[config.mk]
export PLATFORM = sky130hd
export DESIGN_NAME = kpl_lock
export DESIGN_NICKNAME = d
export VERILOG_FILES = /design/src/rtl/kpl_window_timer.v /design/src/rtl/kpl_lock.v
export VERILOG_INCLUDE_DIRS = /design/src /design/src/rtl
export SDC_FILE = /design/constraint.sdc
export NUM_CORES = 1
export LEC_CHECK = 0
export BUFFER_PORTS_ARGS = -buffer_cell sky130_fd_sc_hd__buf_2
export CAP_MARGIN = 15
export CORE_MARGIN = 2
export CORE_UTILIZATION = 50
export CTS_BUF_LIST = sky130_fd_sc_hd__clkbuf_16
export DETAILED_ROUTE_END_ITERATION = 6
export GPL_TIMING_DRIVEN = 0
export PLACE_DENSITY = 0.84
export SLEW_MARGIN = 30
export SYNTH_ARGS = -nofsm -noshare
export SYNTH_HDL_FRONTEND = slang
export SYNTH_SLANG_ARGS = --single-unit
[constraint.sdc]
create_clock -name core_clk_in -period 2.4 [get_ports core_clk_in]
set_input_delay 0 -clock core_clk_in [delete_from_list [all_inputs] [get_ports core_clk_in]]
set_output_delay 0 -clock core_clk_in [all_outputs]
set_load 0.02 [all_outputs]
[src/rtl/kpl_regs.vh]
// register map, field positions and timing constants of the keypad parameter lock
`ifndef KPL_REGS_VH
`define KPL_REGS_VH
`define KPL_CTRL_OFF      12'h000
`define KPL_STAT_OFF      12'h004
`define KPL_ENC_OFF       12'h008
`define KPL_CTRL_RELOCK   0
`define KPL_CTRL_KEYEN    1
`define KPL_CTRL_RST      2'h2
`define KPL_STAT_LOCKEN   0
`define KPL_STAT_UNLOCKED 1
`define KPL_STAT_ENTRY    2
`define KPL_PW_ZERO       16'h0000
`define KPL_ENC_KEY       16'h3552
`define KPL_UNLOCK_S      64'd300
`define KPL_CLK_HZ        64'd200000000
`define KPL_UNLOCK_CYC    (`KPL_UNLOCK_S * `KPL_CLK_HZ)
`define KPL_DISP_VALUE    2'h0
`define KPL_DISP_PASS     2'h1
`define KPL_DISP_ERR      2'h2
`define KPL_DISP_BLANK    2'h3
`endif

[src/rtl/kpl_window_timer.v]
// retriggerable unlock window timer
`timescale 1ns/100ps
`include "kpl_regs.vh"
module kpl_window_timer #(
   parameter        CW  = 36,
   parameter [63:0] CYC = `KPL_UNLOCK_CYC
) (
   input  wire core_clk_in,
   input  wire resetn_in,
   input  wire start_in,
   input  wire stop_in,
   output wire expire_out
);
   localparam [CW-1:0] LAST = CYC[CW-1:0] - {{(CW-1){1'b0}}, 1'b1};
   reg [CW-1:0] cnt_q;
   reg          run_q;
   reg          exp_q;
   assign expire_out = exp_q;
   always @(posedge core_clk_in or negedge resetn_in) begin
      if (!resetn_in) begin
         cnt_q <= {CW{1'b0}};
         run_q <= 1'b0;
         exp_q <= 1'b0;
      end else begin
         exp_q <= 1'b0;
         if (stop_in) begin
            run_q <= 1'b0;
            cnt_q <= {CW{1'b0}};
         end else if (start_in) begin
            // any key restarts from zero
            run_q <= 1'b1;
            cnt_q <= {CW{1'b0}};
         end else if (run_q) begin
            if (cnt_q == LAST) begin
               run_q <= 1'b0;
               exp_q <= 1'b1;
            end else begin
               cnt_q <= cnt_q + {{(CW-1){1'b0}}, 1'b1};
            end
         end
      end
   end
endmodule // kpl_window_timer

[src/rtl/kpl_lock.v]
// keypad parameter lock and user password logic with apb status access
`timescale 1ns/100ps
`include "kpl_regs.vh"
module kpl_lock #(
   parameter        CW         = 36,
   parameter [63:0] UNLOCK_CYC = `KPL_UNLOCK_CYC
) (
   input  wire        core_clk_in,
   input  wire        resetn_in,
   input  wire        key_up_in,
   input  wire        key_down_in,
   input  wire        key_enter_in,
   input  wire        key_other_in,
   input  wire        pw_sel_in,
   input  wire        edit_enter_in,
   input  wire        factory_restore_in,
   input  wire [15:0] nv_password_in,
   input  wire        nv_lock_en_in,
   input  wire        psel,
   input  wire        penable,
   input  wire        pwrite,
   input  wire [11:0] paddr,
   input  wire [31:0] pwdata,
   output wire [31:0] prdata,
   output wire        pready,
   output wire        pslverr,
   output wire [15:0] disp_value_out,
   output wire [1:0]  disp_mode_out,
   output wire        edit_grant_out,
   output wire        nv_write_out,
   output wire [15:0] nv_password_out,
   output wire        nv_lock_en_out
);
   localparam [2:0] ST_IDLE  = 3'b001;
   localparam [2:0] ST_SHOW  = 3'b010;
   localparam [2:0] ST_ENTRY = 3'b100;

   // step a four digit bcd value up or down by one, wrapping
   function [15:0] bcd_step;
      input [15:0] v;
      input        dn;
      integer      i;
      reg          c;
      reg   [3:0]  d;
      begin
         c = 1'b1;
         bcd_step = v;
         for (i = 0; i < 4; i = i + 1) begin
            d = v[4*i +: 4];
            if (c) begin
               if (dn) begin
                  c = (d == 4'h0);
                  d = c ? 4'h9 : d - 4'h1;
               end else begin
                  c = (d == 4'h9);
                  d = c ? 4'h0 : d + 4'h1;
               end
            end
            bcd_step[4*i +: 4] = d;
         end
      end
   endfunction

   // digitwise add of a fixed key, mod ten; hides the value, zero maps to the key
   function [15:0] pw_encode;
      input [15:0] v;
      integer      i;
      reg   [4:0]  s;
      reg   [15:0] k;
      begin
         k = `KPL_ENC_KEY;
         pw_encode = 16'h0000;
         for (i = 0; i < 4; i = i + 1) begin
            s = {1'b0, v[4*i +: 4]} + {1'b0, k[4*i +: 4]};
            if (s > 5'd9)
               s = s - 5'd10;
            pw_encode[4*i +: 4] = s[3:0];
         end
      end
   endfunction

   // pin synchronisers: keys are asynchronous to the core clock
   wire [3:0] key_raw = {key_other_in, key_enter_in, key_down_in, key_up_in};
   reg  [3:0] key_m_q;
   reg  [3:0] key_s_q;
   reg  [3:0] key_p_q;
   genvar g;
   generate
      for (g = 0; g < 4; g = g + 1) begin : g_sync
         always @(posedge core_clk_in or negedge resetn_in) begin
            if (!resetn_in) begin
               key_m_q[g] <= 1'b0;
               key_s_q[g] <= 1'b0;
               key_p_q[g] <= 1'b0;
            end else begin
               key_m_q[g] <= key_raw[g];
               key_s_q[g] <= key_m_q[g];
               key_p_q[g] <= key_s_q[g];
            end
         end
      end
   endgenerate

   reg  [1:0]  ctrl_q;
   wire        keys_on  = ctrl_q[`KPL_CTRL_KEYEN];
   wire [3:0]  key_rise = key_s_q & ~key_p_q & {4{keys_on}};
   wire        k_up     = key_rise[0];
   wire        k_down   = key_rise[1];
   wire        k_enter  = key_rise[2];
   wire        k_any    = |key_rise;

   reg  [2:0]  st_q;
   reg  [15:0] entry_q;
   reg  [15:0] pw_q;
   reg         lock_en_q;
   reg         unlocked_q;
   reg         load_q;
   reg         sel_p_q;
   reg  [15:0] disp_q;
   reg  [1:0]  mode_q;
   reg         grant_q;
   reg         nv_we_q;
   reg         relock_q;
   wire        expire;

   wire locked   = lock_en_q & ~unlocked_q;
   wire pw_match = (entry_q == pw_q);
   wire pw_open  = pw_sel_in & ~sel_p_q;

   // unlock window restarts on any key press while unlocked
   kpl_window_timer #(
      .CW  (CW),
      .CYC (UNLOCK_CYC)
   ) u_timer (
      .core_clk_in (core_clk_in),
      .resetn_in   (resetn_in),
      .start_in    (k_any & unlocked_q | (st_q == ST_ENTRY) & k_enter & locked & pw_match),
      .stop_in     (~lock_en_q | relock_q),
      .expire_out  (expire)
   );

   always @(posedge core_clk_in or negedge resetn_in) begin
      if (!resetn_in) begin
         st_q       <= ST_IDLE;
         entry_q    <= `KPL_PW_ZERO;
         pw_q       <= `KPL_PW_ZERO;
         lock_en_q  <= 1'b0;
         unlocked_q <= 1'b0;
         load_q     <= 1'b1;
         sel_p_q    <= 1'b0;
         disp_q     <= `KPL_PW_ZERO;
         mode_q     <= `KPL_DISP_BLANK;
         grant_q    <= 1'b0;
         nv_we_q    <= 1'b0;
      end else begin
         grant_q <= 1'b0;
         nv_we_q <= 1'b0;
         sel_p_q <= pw_sel_in;
         load_q  <= 1'b0;
         if (load_q) begin
            // stored values come back from nonvolatile storage after reset
            pw_q      <= nv_password_in;
            lock_en_q <= nv_lock_en_in & (nv_password_in != `KPL_PW_ZERO);
         end else if (expire | relock_q) begin
            unlocked_q <= 1'b0;
         end
         // factory_restore_in is deliberately not used on the password state
         if (edit_enter_in & ~pw_sel_in) begin
            if (locked) begin
               mode_q <= `KPL_DISP_ERR;
            end else begin
               grant_q <= 1'b1;
            end
         end
         if (!pw_sel_in) begin
            st_q <= ST_IDLE;
         end else begin
            case (st_q)
               ST_IDLE: begin
                  if (pw_open) begin
                     st_q   <= ST_SHOW;
                     disp_q <= pw_encode(pw_q);
                     mode_q <= `KPL_DISP_VALUE;
                  end
               end
               ST_SHOW: begin
                  if (k_up | k_down) begin
                     st_q    <= ST_ENTRY;
                     entry_q <= `KPL_PW_ZERO;
                     disp_q  <= `KPL_PW_ZERO;
                     mode_q  <= `KPL_DISP_VALUE;
                  end
               end
               ST_ENTRY: begin
                  if (k_up | k_down) begin
                     entry_q <= bcd_step(entry_q, k_down);
                     disp_q  <= bcd_step(entry_q, k_down);
                     mode_q  <= `KPL_DISP_VALUE;
                  end else if (k_enter) begin
                     st_q <= ST_SHOW;
                     if (locked) begin
                        if (pw_match) begin
                           unlocked_q <= 1'b1;
                           mode_q     <= `KPL_DISP_PASS;
                        end else begin
                           mode_q <= `KPL_DISP_ERR;
                        end
                     end else if (entry_q == `KPL_PW_ZERO) begin
                        lock_en_q  <= 1'b0;
                        unlocked_q <= 1'b0;
                        pw_q       <= `KPL_PW_ZERO;
                        nv_we_q    <= 1'b1;
                        mode_q     <= `KPL_DISP_PASS;
                     end else begin
                        // a fresh password from the lock-off state locks at once; from the unlocked state unlocked_q is kept
                        pw_q       <= entry_q;
                        lock_en_q  <= 1'b1;
                        unlocked_q <= lock_en_q & unlocked_q;
                        nv_we_q    <= 1'b1;
                        mode_q     <= `KPL_DISP_PASS;
                     end
                  end
               end
               default: st_q <= ST_IDLE;
            endcase
         end
      end
   end

   // apb slave, one wait state: pready rises in the second access cycle
   reg         pready_q;
   reg         pslverr_q;
   reg  [31:0] prdata_q;
   wire        acc    = psel & penable & ~pready_q;
   wire        hit_c  = (paddr == `KPL_CTRL_OFF);
   wire        hit_s  = (paddr == `KPL_STAT_OFF);
   wire        hit_e  = (paddr == `KPL_ENC_OFF);

   always @(posedge core_clk_in or negedge resetn_in) begin
      if (!resetn_in) begin
         pready_q  <= 1'b0;
         pslverr_q <= 1'b0;
         prdata_q  <= 32'h0000_0000;
         ctrl_q    <= `KPL_CTRL_RST;
         relock_q  <= 1'b0;
      end else begin
         pready_q  <= acc;
         pslverr_q <= 1'b0;
         relock_q  <= 1'b0;
         if (acc) begin
            prdata_q <= 32'h0000_0000;
            if (hit_c) begin
               if (pwrite) begin
                  ctrl_q   <= {pwdata[`KPL_CTRL_KEYEN], 1'b0};
                  // software relock ends the window early; stored password unchanged
                  relock_q <= pwdata[`KPL_CTRL_RELOCK];
               end else begin
                  prdata_q <= {30'h0, ctrl_q};
               end
            end else if (hit_s) begin
               if (!pwrite)
                  prdata_q <= {29'h0, st_q == ST_ENTRY, unlocked_q, lock_en_q};
            end else if (hit_e) begin
               // only the encoded form is readable over the bus; nv_password_out carries the plain value
               if (!pwrite)
                  prdata_q <= {16'h0, pw_encode(pw_q)};
            end else begin
               pslverr_q <= 1'b1;
            end
         end
      end
   end

   assign prdata          = prdata_q;
   assign pready          = pready_q;
   assign pslverr         = pslverr_q;
   assign disp_value_out  = disp_q;
   assign disp_mode_out   = mode_q;
   assign edit_grant_out  = grant_q;
   assign nv_write_out    = nv_we_q;
   assign nv_password_out = pw_q;
   assign nv_lock_en_out  = lock_en_q;
endmodule // kpl_lock

==> flow_summary.json, run 1 <==
{
  "num-fill-cells": 1106,
  "start_kind": "register",
  "power_uw": 6434,
  "routed_wl_um": 24840,
  "antenna_found_initial": 0,
  "maxSlewViolCount": 0,
  "post-route-min-period_ns": 2.557,
  "vias": 7889,
  "rsz0062_at_grt": "true",
  "synth_edf_count": 0,
  "timing.final.ws_setup_ns": -0.1570,
  "worstPathArrival_ns": 2.93,
  "finalSetupViolCount": 6,
  "ys.flop_type": "dfrtp_1",
  "clock_latency_ns": 0.43,
  "yosysUniqueCellTypes": 70,
  "drv_cap": 0,
  "leakage_uw": 0.004419,
  "root_buffer": "clkbuf_16",
  "crit_path_end_kind": "register",
  "syn_area_um2": 7819,
  "p_per_area_nw_per_um2": 629.5,
  "status": "complete, but fails checks",
  "port-buffer-count": 96,
  "maxSlewHeadroom_pct": 45.76,
  "cp_max_fo": 3,
  "grt_pass1_vias": 7229,
  "die_area_um2": 16650,
  "routedWlPerCell_um": 19.34,
  "rows": 45,
  "diodes": 0,
  "grt_max_degree": 91,
  "dp_hpwl_um": 15360,
  "path_clk_slew_ns": 0.06,
  "ys_ff_latch": 129,
  "drtIter0Drc": 1207,
  "grt_usage_pct": 29.06,
  "core_um2": 15260,
  "ir_drop_v": 0.0004962,
  "overflow": 0,
  "start_util_pct": 51.24,
  "area_delta_synth_final_pct": 30.71,
  "cts_tree": "yes",
  "ys_warn_count": 0,
  "cts_buffer_depth": 2,
  "htreeDepth": 4,
  "dieWidth_um": 129.1,
  "critical_path_class": "reg -> reg",
  "die_h_um": 129.1,
  "hold_viol": 0,
  "final_nets": 1157,
  "required_ns": 2.77,
  "antenna_left": 0,
  "drt_pass1_iterations": 7,
  "gp_congestion": 0.9884,
  "failed_checks": "DRC, setup timing",
  "cts_sinks": 129,
  "max_clock_freq_mhz": 391.1,
  "drive_above_1_share_pct": 26.75,
  "grt_first_pass_wirelength_um": 37470,
  "tightest_slew_ns": 0.8062,
  "ios": 144,
  "hold_path_class": "in -> async",
  "fin_crit_sh_pct": 106.5,
  "hold_slack_ns": 0.04118,
  "skew_ns": 0.01103,
  "synth-seq-area-share_pct": 41.37,
  "viasPerCell": 6.144,
  "cts-buffers-inserted": 17,
  "ys_async_sr_fraction_pct": 100.0,
  "synth_cells": 877,
  "drcViolationCount": 8,
  "synth.avg_cell_area_um2": 8.915
}
placed cells by master (no fill, tap or decap), types with 5 or more instances in the layout:
cell | netlist | routed
conb_1 | 1 | 17
buf_6 | 1 | 5
nor3b_1 | 7 | 7
o211ai_1 | 8 | 8
clkbuf_4 | 0 | 6
nand3b_1 | 5 | 5
clkbuf_16 | 0 | 17
nor4b_1 | 5 | 5
dfrtp_2 | 0 | 9
nor3_1 | 20 | 18
a21o_1 | 5 | 5
nand2_1 | 82 | 80
o21ai_0 | 75 | 65
o21ai_1 | 1 | 9
nor2b_1 | 12 | 12
buf_4 | 17 | 49
o31ai_1 | 7 | 6
buf_2 | 7 | 101
nand4_1 | 20 | 20
clkbuf_2 | 0 | 6
nor2_1 | 78 | 78
clkbuf_1 | 44 | 19
dfrtp_1 | 124 | 115
o21a_1 | 12 | 12
xnor2_2 | 0 | 5
and3_1 | 9 | 9
dfstp_2 | 5 | 5
nand2b_1 | 13 | 13
inv_1 | 29 | 25
mux2i_1 | 26 | 25
ha_1 | 24 | 17
xor2_1 | 25 | 22
dlygate4sd3_1 | 0 | 30
mux2_2 | 7 | 7
nor4_1 | 14 | 9
nand3_1 | 32 | 30
a31oi_1 | 10 | 10
xnor2_1 | 36 | 31
a21oi_1 | 29 | 27
critical path, stage by stage, from the launching register on:
cell and delay, ns:
dfrtp_2 0.46, inv_2 0.09, ha_4 0.16, xor2_4 0.19, ha_2 0.20, inv_1 0.04, a222oi_1 0.35, buf_4 0.21
a41oi_4 0.15, nor4_1 0.35, a31o_2 0.16, o32a_1 0.14
cells in the mapped netlist (all sizes together) (12+ instances only):
cell type	n	area share, %
nor2b	12	0.96
o21ai	76	4.9
o21a	12	1.2
clkbuf	44	2.1
nor4	14	1.1
nor2	79	3.8
nor3	21	1.4
ha	24	3.8
dfrtp	124	40
nand3	32	2.0
inv	29	1.4
mux2i	26	3.3
buf	29	2.4
a21oi	30	2.1
nand4	20	1.6
xnor2	36	4.0
xor2	25	2.8
nand2b	13	1.0
nand2	82	3.9
metal layers:
layer / vias to the layer above / share of wire, % / track usage, %
li1: 3456 / - / -
met1: 3760 / 40 / 39.58
met2: 534 / 45 / 43.48
met3: 139 / 9.8 / 6.028
met4: 0 / 5.5 / 16.37
met5: - / 0 / 0
cell families (layout without fill, tap and decap cells):
group | Yosys count | in the layout | share of synthesized area, %
flops | 129 | 129 | 41.37
simple gates | 322 | 322 | 20.63
compound gates | 205 | 205 | 17.03
mux | 33 | 33 | 4.337
xor+xnor | 61 | 61 | 6.833
buf+inv | 102 | 282 | 5.921
fa+ha+maj | 24 | 24 | 3.841
other cells | 1 | 17 | 0.04796
area by class of cell:
| cell class | instances | area [um2] | share of cell area, % |
|---|---|---|---|
| Inverter | 29 | 111.4 | 1.090 |
| Clock buffer | 17 | 425.4 | 4.163 |
| Timing Repair Buffer | 163 | 1095 | 10.71 |
| Buffer | 58 | 356.6 | 3.489 |
| Sequential cell | 129 | 3246 | 31.76 |
| Clock inverter | 15 | 168.9 | 1.653 |
| Multi-Input combinational cell | 662 | 4553 | 44.55 |
| Tap cell | 211 | 264.0 | 2.583 |
per-stage QoR:
stage                     setup TNS [ns]  setup slack (ns)  util, %  instance area (um2)  std cells
after global routing              -1.778           -0.1798    66.98                10220       1284
after global placement            -63.66           -0.5733    56.96                 8691       1200
final                            -0.5842           -0.1570    66.98                10220       1284
after CTS                       -0.01440         -0.006696    64.57                 9852       1273
after floorplan                -0.004083         -0.004083        -                 7946        893
after detailed placement          -24.24           -0.6090    57.24                 8735       1201
power breakdown:
group / switching, uW / total (uW) / internal, uW / leakage, uW
sequential: 150 / 2460 / 2310 / 0.00166
combinational: 784 / 1350 / 565 / 0.00247
clock: 1000 / 2620 / 1620 / 0.000284
total: 1940 / 6430 / 4500 / 0.00442
timing repair:
item | CTS | global route
hold endpoints to repair | 154 | 1
pin swaps | 11 | 19
endpoints found under the setup margin | 88 | 75
cloned | 0 | 1
buffers inserted | 21 | 14
hold buffers | 29 | 1
resized for setup | 38 | 75
path summary, 6_finish.rpt:
kind / endpoint / cells past startpoint / start / slack (ns)
worst max-delay path: disp_value_out[15] / 11 / nv_password_out[13] / -0.16
worst min-delay path: nv_password_out[11] / 2 / resetn_in / 0.04
worst max register to register: disp_value_out[15] / 11 / nv_password_out[13] / -0.16
worst min register to register: key_s_q[1] / 0 / key_m_q[1] / 0.35
max in group asynchronous: ctrl_q[1] / 3 / resetn_in / 1.60
min in group core_clk_in: prdata[0] / 5 / paddr[10] / 0.06
state kept, by name, indices dropped and copies added (netlist names):
name / cells
ctrl_q: 1
disp_mode_out: 2
disp_value_out: 16
edit_grant_out: 1
entry_q: 16
key_m_q: 4
key_p_q: 4
key_s_q: 4
load_q: 1
nv_lock_en_out: 1
nv_password_out: 16
nv_write_out: 1
prdata: 16
pready: 1
pslverr: 1
relock_q: 1
sel_p_q: 1
st_q: 3
u_timer.cnt_q: 36
u_timer.expire_out: 1
u_timer.run_q: 1
unlocked_q: 1
Power figures use the tool's default switching activity.
==> inputs of run 2 (changes only) <==
--- a/config.mk
+++ b/config.mk
@@ -17,4 +17,5 @@
 export SLEW_MARGIN = 30
 export SYNTH_ARGS = -nofsm -noshare
 export SYNTH_HDL_FRONTEND = slang
+export SYNTH_HIERARCHICAL = 1
 export SYNTH_SLANG_ARGS = --single-unit
==> run 2 against run 1 <==
  * The run ends with DRC left
  * Core utilization down 3.9 points
  * Setup slack better by 0.23 ns
  * Clock power down 8.4%
  * Count of clock-buffer cells in the layout unchanged
  * Worst hold slack better by 0.077 ns
  * Combinational power down 13%
  * Area after synthesis up 1.8%
  * Routed wire length down 3.9%
  * Clock skew up 0.0015 ns
  * Critical endpoint is now u_timer/cnt_q[26]
==> flow_summary.json, run 2 <==
{
  "rsz0062_at_grt": "true",
  "r2r_cells": 9,
  "grt_usage_pct": 28.34,
  "viasPerCell": 6.060,
  "combPwrFrac_pct": 19.5,
  "cts_tree": "yes",
  "netlist_top_cells_count": "dfrtp_1, nand2_1, o21ai_0",
  "synth_cells": 886,
  "synth_top_family_by_area": "simple AND/OR/NAND/NOR gates",
  "ys_ff_latch": 129,
  "vias": 7733,
  "swShare_pct": 29.38,
  "worstPathCellList": "clkbuf_2 > xor2_1 > nor4_1 > nand4_1 > o21ai_2 > or2_2 > clkbuf_1 > clkbuf_4 > a21oi_1",
  "drv_cap": 0,
  "leakage_uw": 0.004319,
  "r2r_slack_ns": 0.08,
  "clock_latency_ns": 0.43,
  "synth_top_cell_area_share_pct": 38.98,
  "root_buffer": "clkbuf_16",
  "grt_first_pass_wirelength_um": 37000,
  "synthAdderAreaFrac_pct": 3.457,
  "yosysUniqueCellTypes": 85,
  "max_clock_freq_mhz": 430.2,
  "crit_path_end_kind": "register",
  "synth_xor_area_share_pct": 3.300,
  "met3_length_um": 1956,
  "synth.avg_cell_area_um2": 8.986,
  "place_area_um2": 8810,
  "ios": 144,
  "ys_warn_count": 6,
  "max_stage_delay_ns": 0.39,
  "max_flop_register": "u_timer/cnt_q",
  "drt_pass1_iterations": 7,
  "failed_checks": "DRC",
  "grt_pass1_vias": 7268,
  "gp_congestion": 0.9543,
  "antenna_left": 0,
  "r2r-start": "entry_q[15]",
  "cts_buffer_depth": 2,
  "skew_ns": 0.01252,
  "cts-buffers-inserted": 17,
  "drcViolationCount": 3,
  "worstPathArrival_ns": 2.62,
  "critical_path.startpoint": "entry_q[15]",
  "power_frac_clock_pct": 39.9,
  "finalSetupViolCount": 0,
  "port-buffer-count": 96,
  "synth_area_leaders": "dfrtp_1, o21ai_0, nand2_1",
  "tightest_slew_ns": 0.8653,
  "routedWlPerCell_um": 18.71,
  "hold_viol": 0,
  "pre_cts_slack_ns": -0.6614,
  "fin_crit_sh_pct": 96.86,
  "slowest_stage": "dfrtp_1",
  "utilization_pct": 63.05,
  "final_nets": 1143,
  "routed_wl_um": 23870,
  "dieWidth_um": 130.2,
  "layout_commonest_cell": "dfrtp_1",
  "diodes": 0,
  "crit_family": "buffers and inverters",
  "dp_hpwl_um": 16100,
  "hold_path_class": "in -> reg",
  "area_delta_synth_final_pct": 24.44,
  "synth_edf_count": 0,
  "syn_area_um2": 7961,
  "largest_reg_flops": 36,
  "start_util_pct": 50.67,
  "post-route-min-period_ns": 2.325,
  "pwr-share-seq_pct": 40.7,
  "synth_compound_area_share_pct": 18.64,
  "antenna_found_initial": 0,
  "crit_buf_inv": 3,
  "overflow": 0,
  "synth-seq-area-share_pct": 40.63,
  "met1Wirelength_um": 9336,
  "maxSlewViolCount": 0,
  "required_ns": 2.69,
  "cp-endpoint": "u_timer/cnt_q[26]",
  "synth_largest_area_cell": "dfrtp_1",
  "synth.area.mux_share_pct": 4.102,
  "cts_sinks": 129,
  "status": "complete, but fails checks",
  "cp_num_cells": 9,
  "timing.final.ws_setup_ns": 0.07534,
  "route.met2.wl_um": 11370,
  "grt_max_degree": 84,
  "yosysMostFrequentCell": "dfrtp_1",
  "top_layer_used": "met4",
  "ys_async_sr_fraction_pct": 100.0,
  "rows": 46,
  "p_per_area_nw_per_um2": 608.1,
  "timing.rr.end": "u_timer/cnt_q[26]",
  "die_h_um": 130.2,
  "p_int_uw": 4254,
  "maxSlewHeadroom_pct": 42.14,
  "start_kind": "register",
  "core_um2": 15710,
  "yosys.area_share.simple_pct": 23.45,
  "die_area_um2": 16950,
  "final_cell_mix": "dfrtp_1, buf_2, nand2_1",
  "htreeDepth": 4,
  "drtIter0Drc": 948,
  "design_area_um2": 9907,
  "critical_path_class": "reg -> reg",
  "switchingPower_uw": 1770,
  "ys.flop_type": "dfrtp_1",
  "cp_max_fo": 10,
  "drive_above_1_share_pct": 23.49,
  "path_clk_slew_ns": 0.06,
  "ir_drop_v": 0.0004592
}
-- run 2: worst min-delay path by stage --
| stage | from | to | slack [ns] | cells past startpoint |
|---|---|---|---|---|
| final | penable | prdata[0] | 0.12 | 4 |
| after global routing | psel | prdata[1] | 0.15 | 4 |
| after CTS | paddr[3] | prdata[2] | 0.11 | 4 |
| after detailed placement | resetn_in | prdata[8] | 0.05 | 1 |
| after global placement | key_other_in | key_m_q[3] | 0.11 | 1 |
| after floorplan | resetn_in | disp_value_out[0] | -0.30 | 0 |
-- run 2: power groups by stage --
stage                     Clock [uW]  Sequential, uW  Combinational (uW)
after global placement             0            2450                1030
after floorplan                    0            2580                 525
final                           2400            2450                1170
after global routing            2510            2460                1270
after detailed placement           0            2450                1060
after CTS                       2430            2420                1130
-- run 2: timing repair --
| item | in CTS | in global routing |
|---|---|---|
| pin swaps | 6 | 9 |
| hold buffers | 30 | 0 |
| endpoints found under the hold margin | 112 | 0 |
| buffers inserted | 5 | 7 |
| resized for setup | 31 | 47 |
| endpoints found under the setup margin | 60 | 62 |
-- run 2: kinds of logic after synthesis --
family	Yosys count
buffers and inverters	105
multiplexers	29
other	1
flip-flops	129
XOR/XNOR	30
AO/OA/AOI/OAI	233
AND/OR/NAND/NOR	337
adder cells (fa/ha/maj)	22
-- run 2: layer usage --
metal | GRT usage [%] | vias to the layer above
li1 | - | 3544
met5 | 0 | -
met4 | 16.38 | 0
met1 | 34.77 | 3665
met2 | 45.98 | 432
met3 | 6.601 | 92
-- run 2: worst min-delay path, stage by stage --
cell	delay (ns)
buf_2	0.09
nand3b_1	0.11
nor3_2	0.10
a22o_1	0.19
-- run 2: through the flow --
step | hold WS, ns | power (uW) | cells | setup TNS, ns
after CTS | 0.1089 | 5980 | 1277 | 0
after floorplan | -0.2956 | 3101 | 902 | 0
after global routing | 0.1467 | 6247 | 1276 | -0.2881
final | 0.1178 | 6024 | 1276 | 0
after global placement | 0.1093 | 3477 | 1214 | -73.28
after detailed placement | 0.04628 | 3511 | 1215 | -23.43
-- run 2: area by class of cell --
cell class | instances | area, um2
fill | 1289 | 5806
clock inverter | 14 | 110.1
buffer | 68 | 421.7
multi-input combinational | 668 | 4437
sequential | 129 | 3241
tap | 216 | 270.3
timing repair buffer | 139 | 908.4
inverter | 25 | 93.84
clock buffer | 17 | 425.4
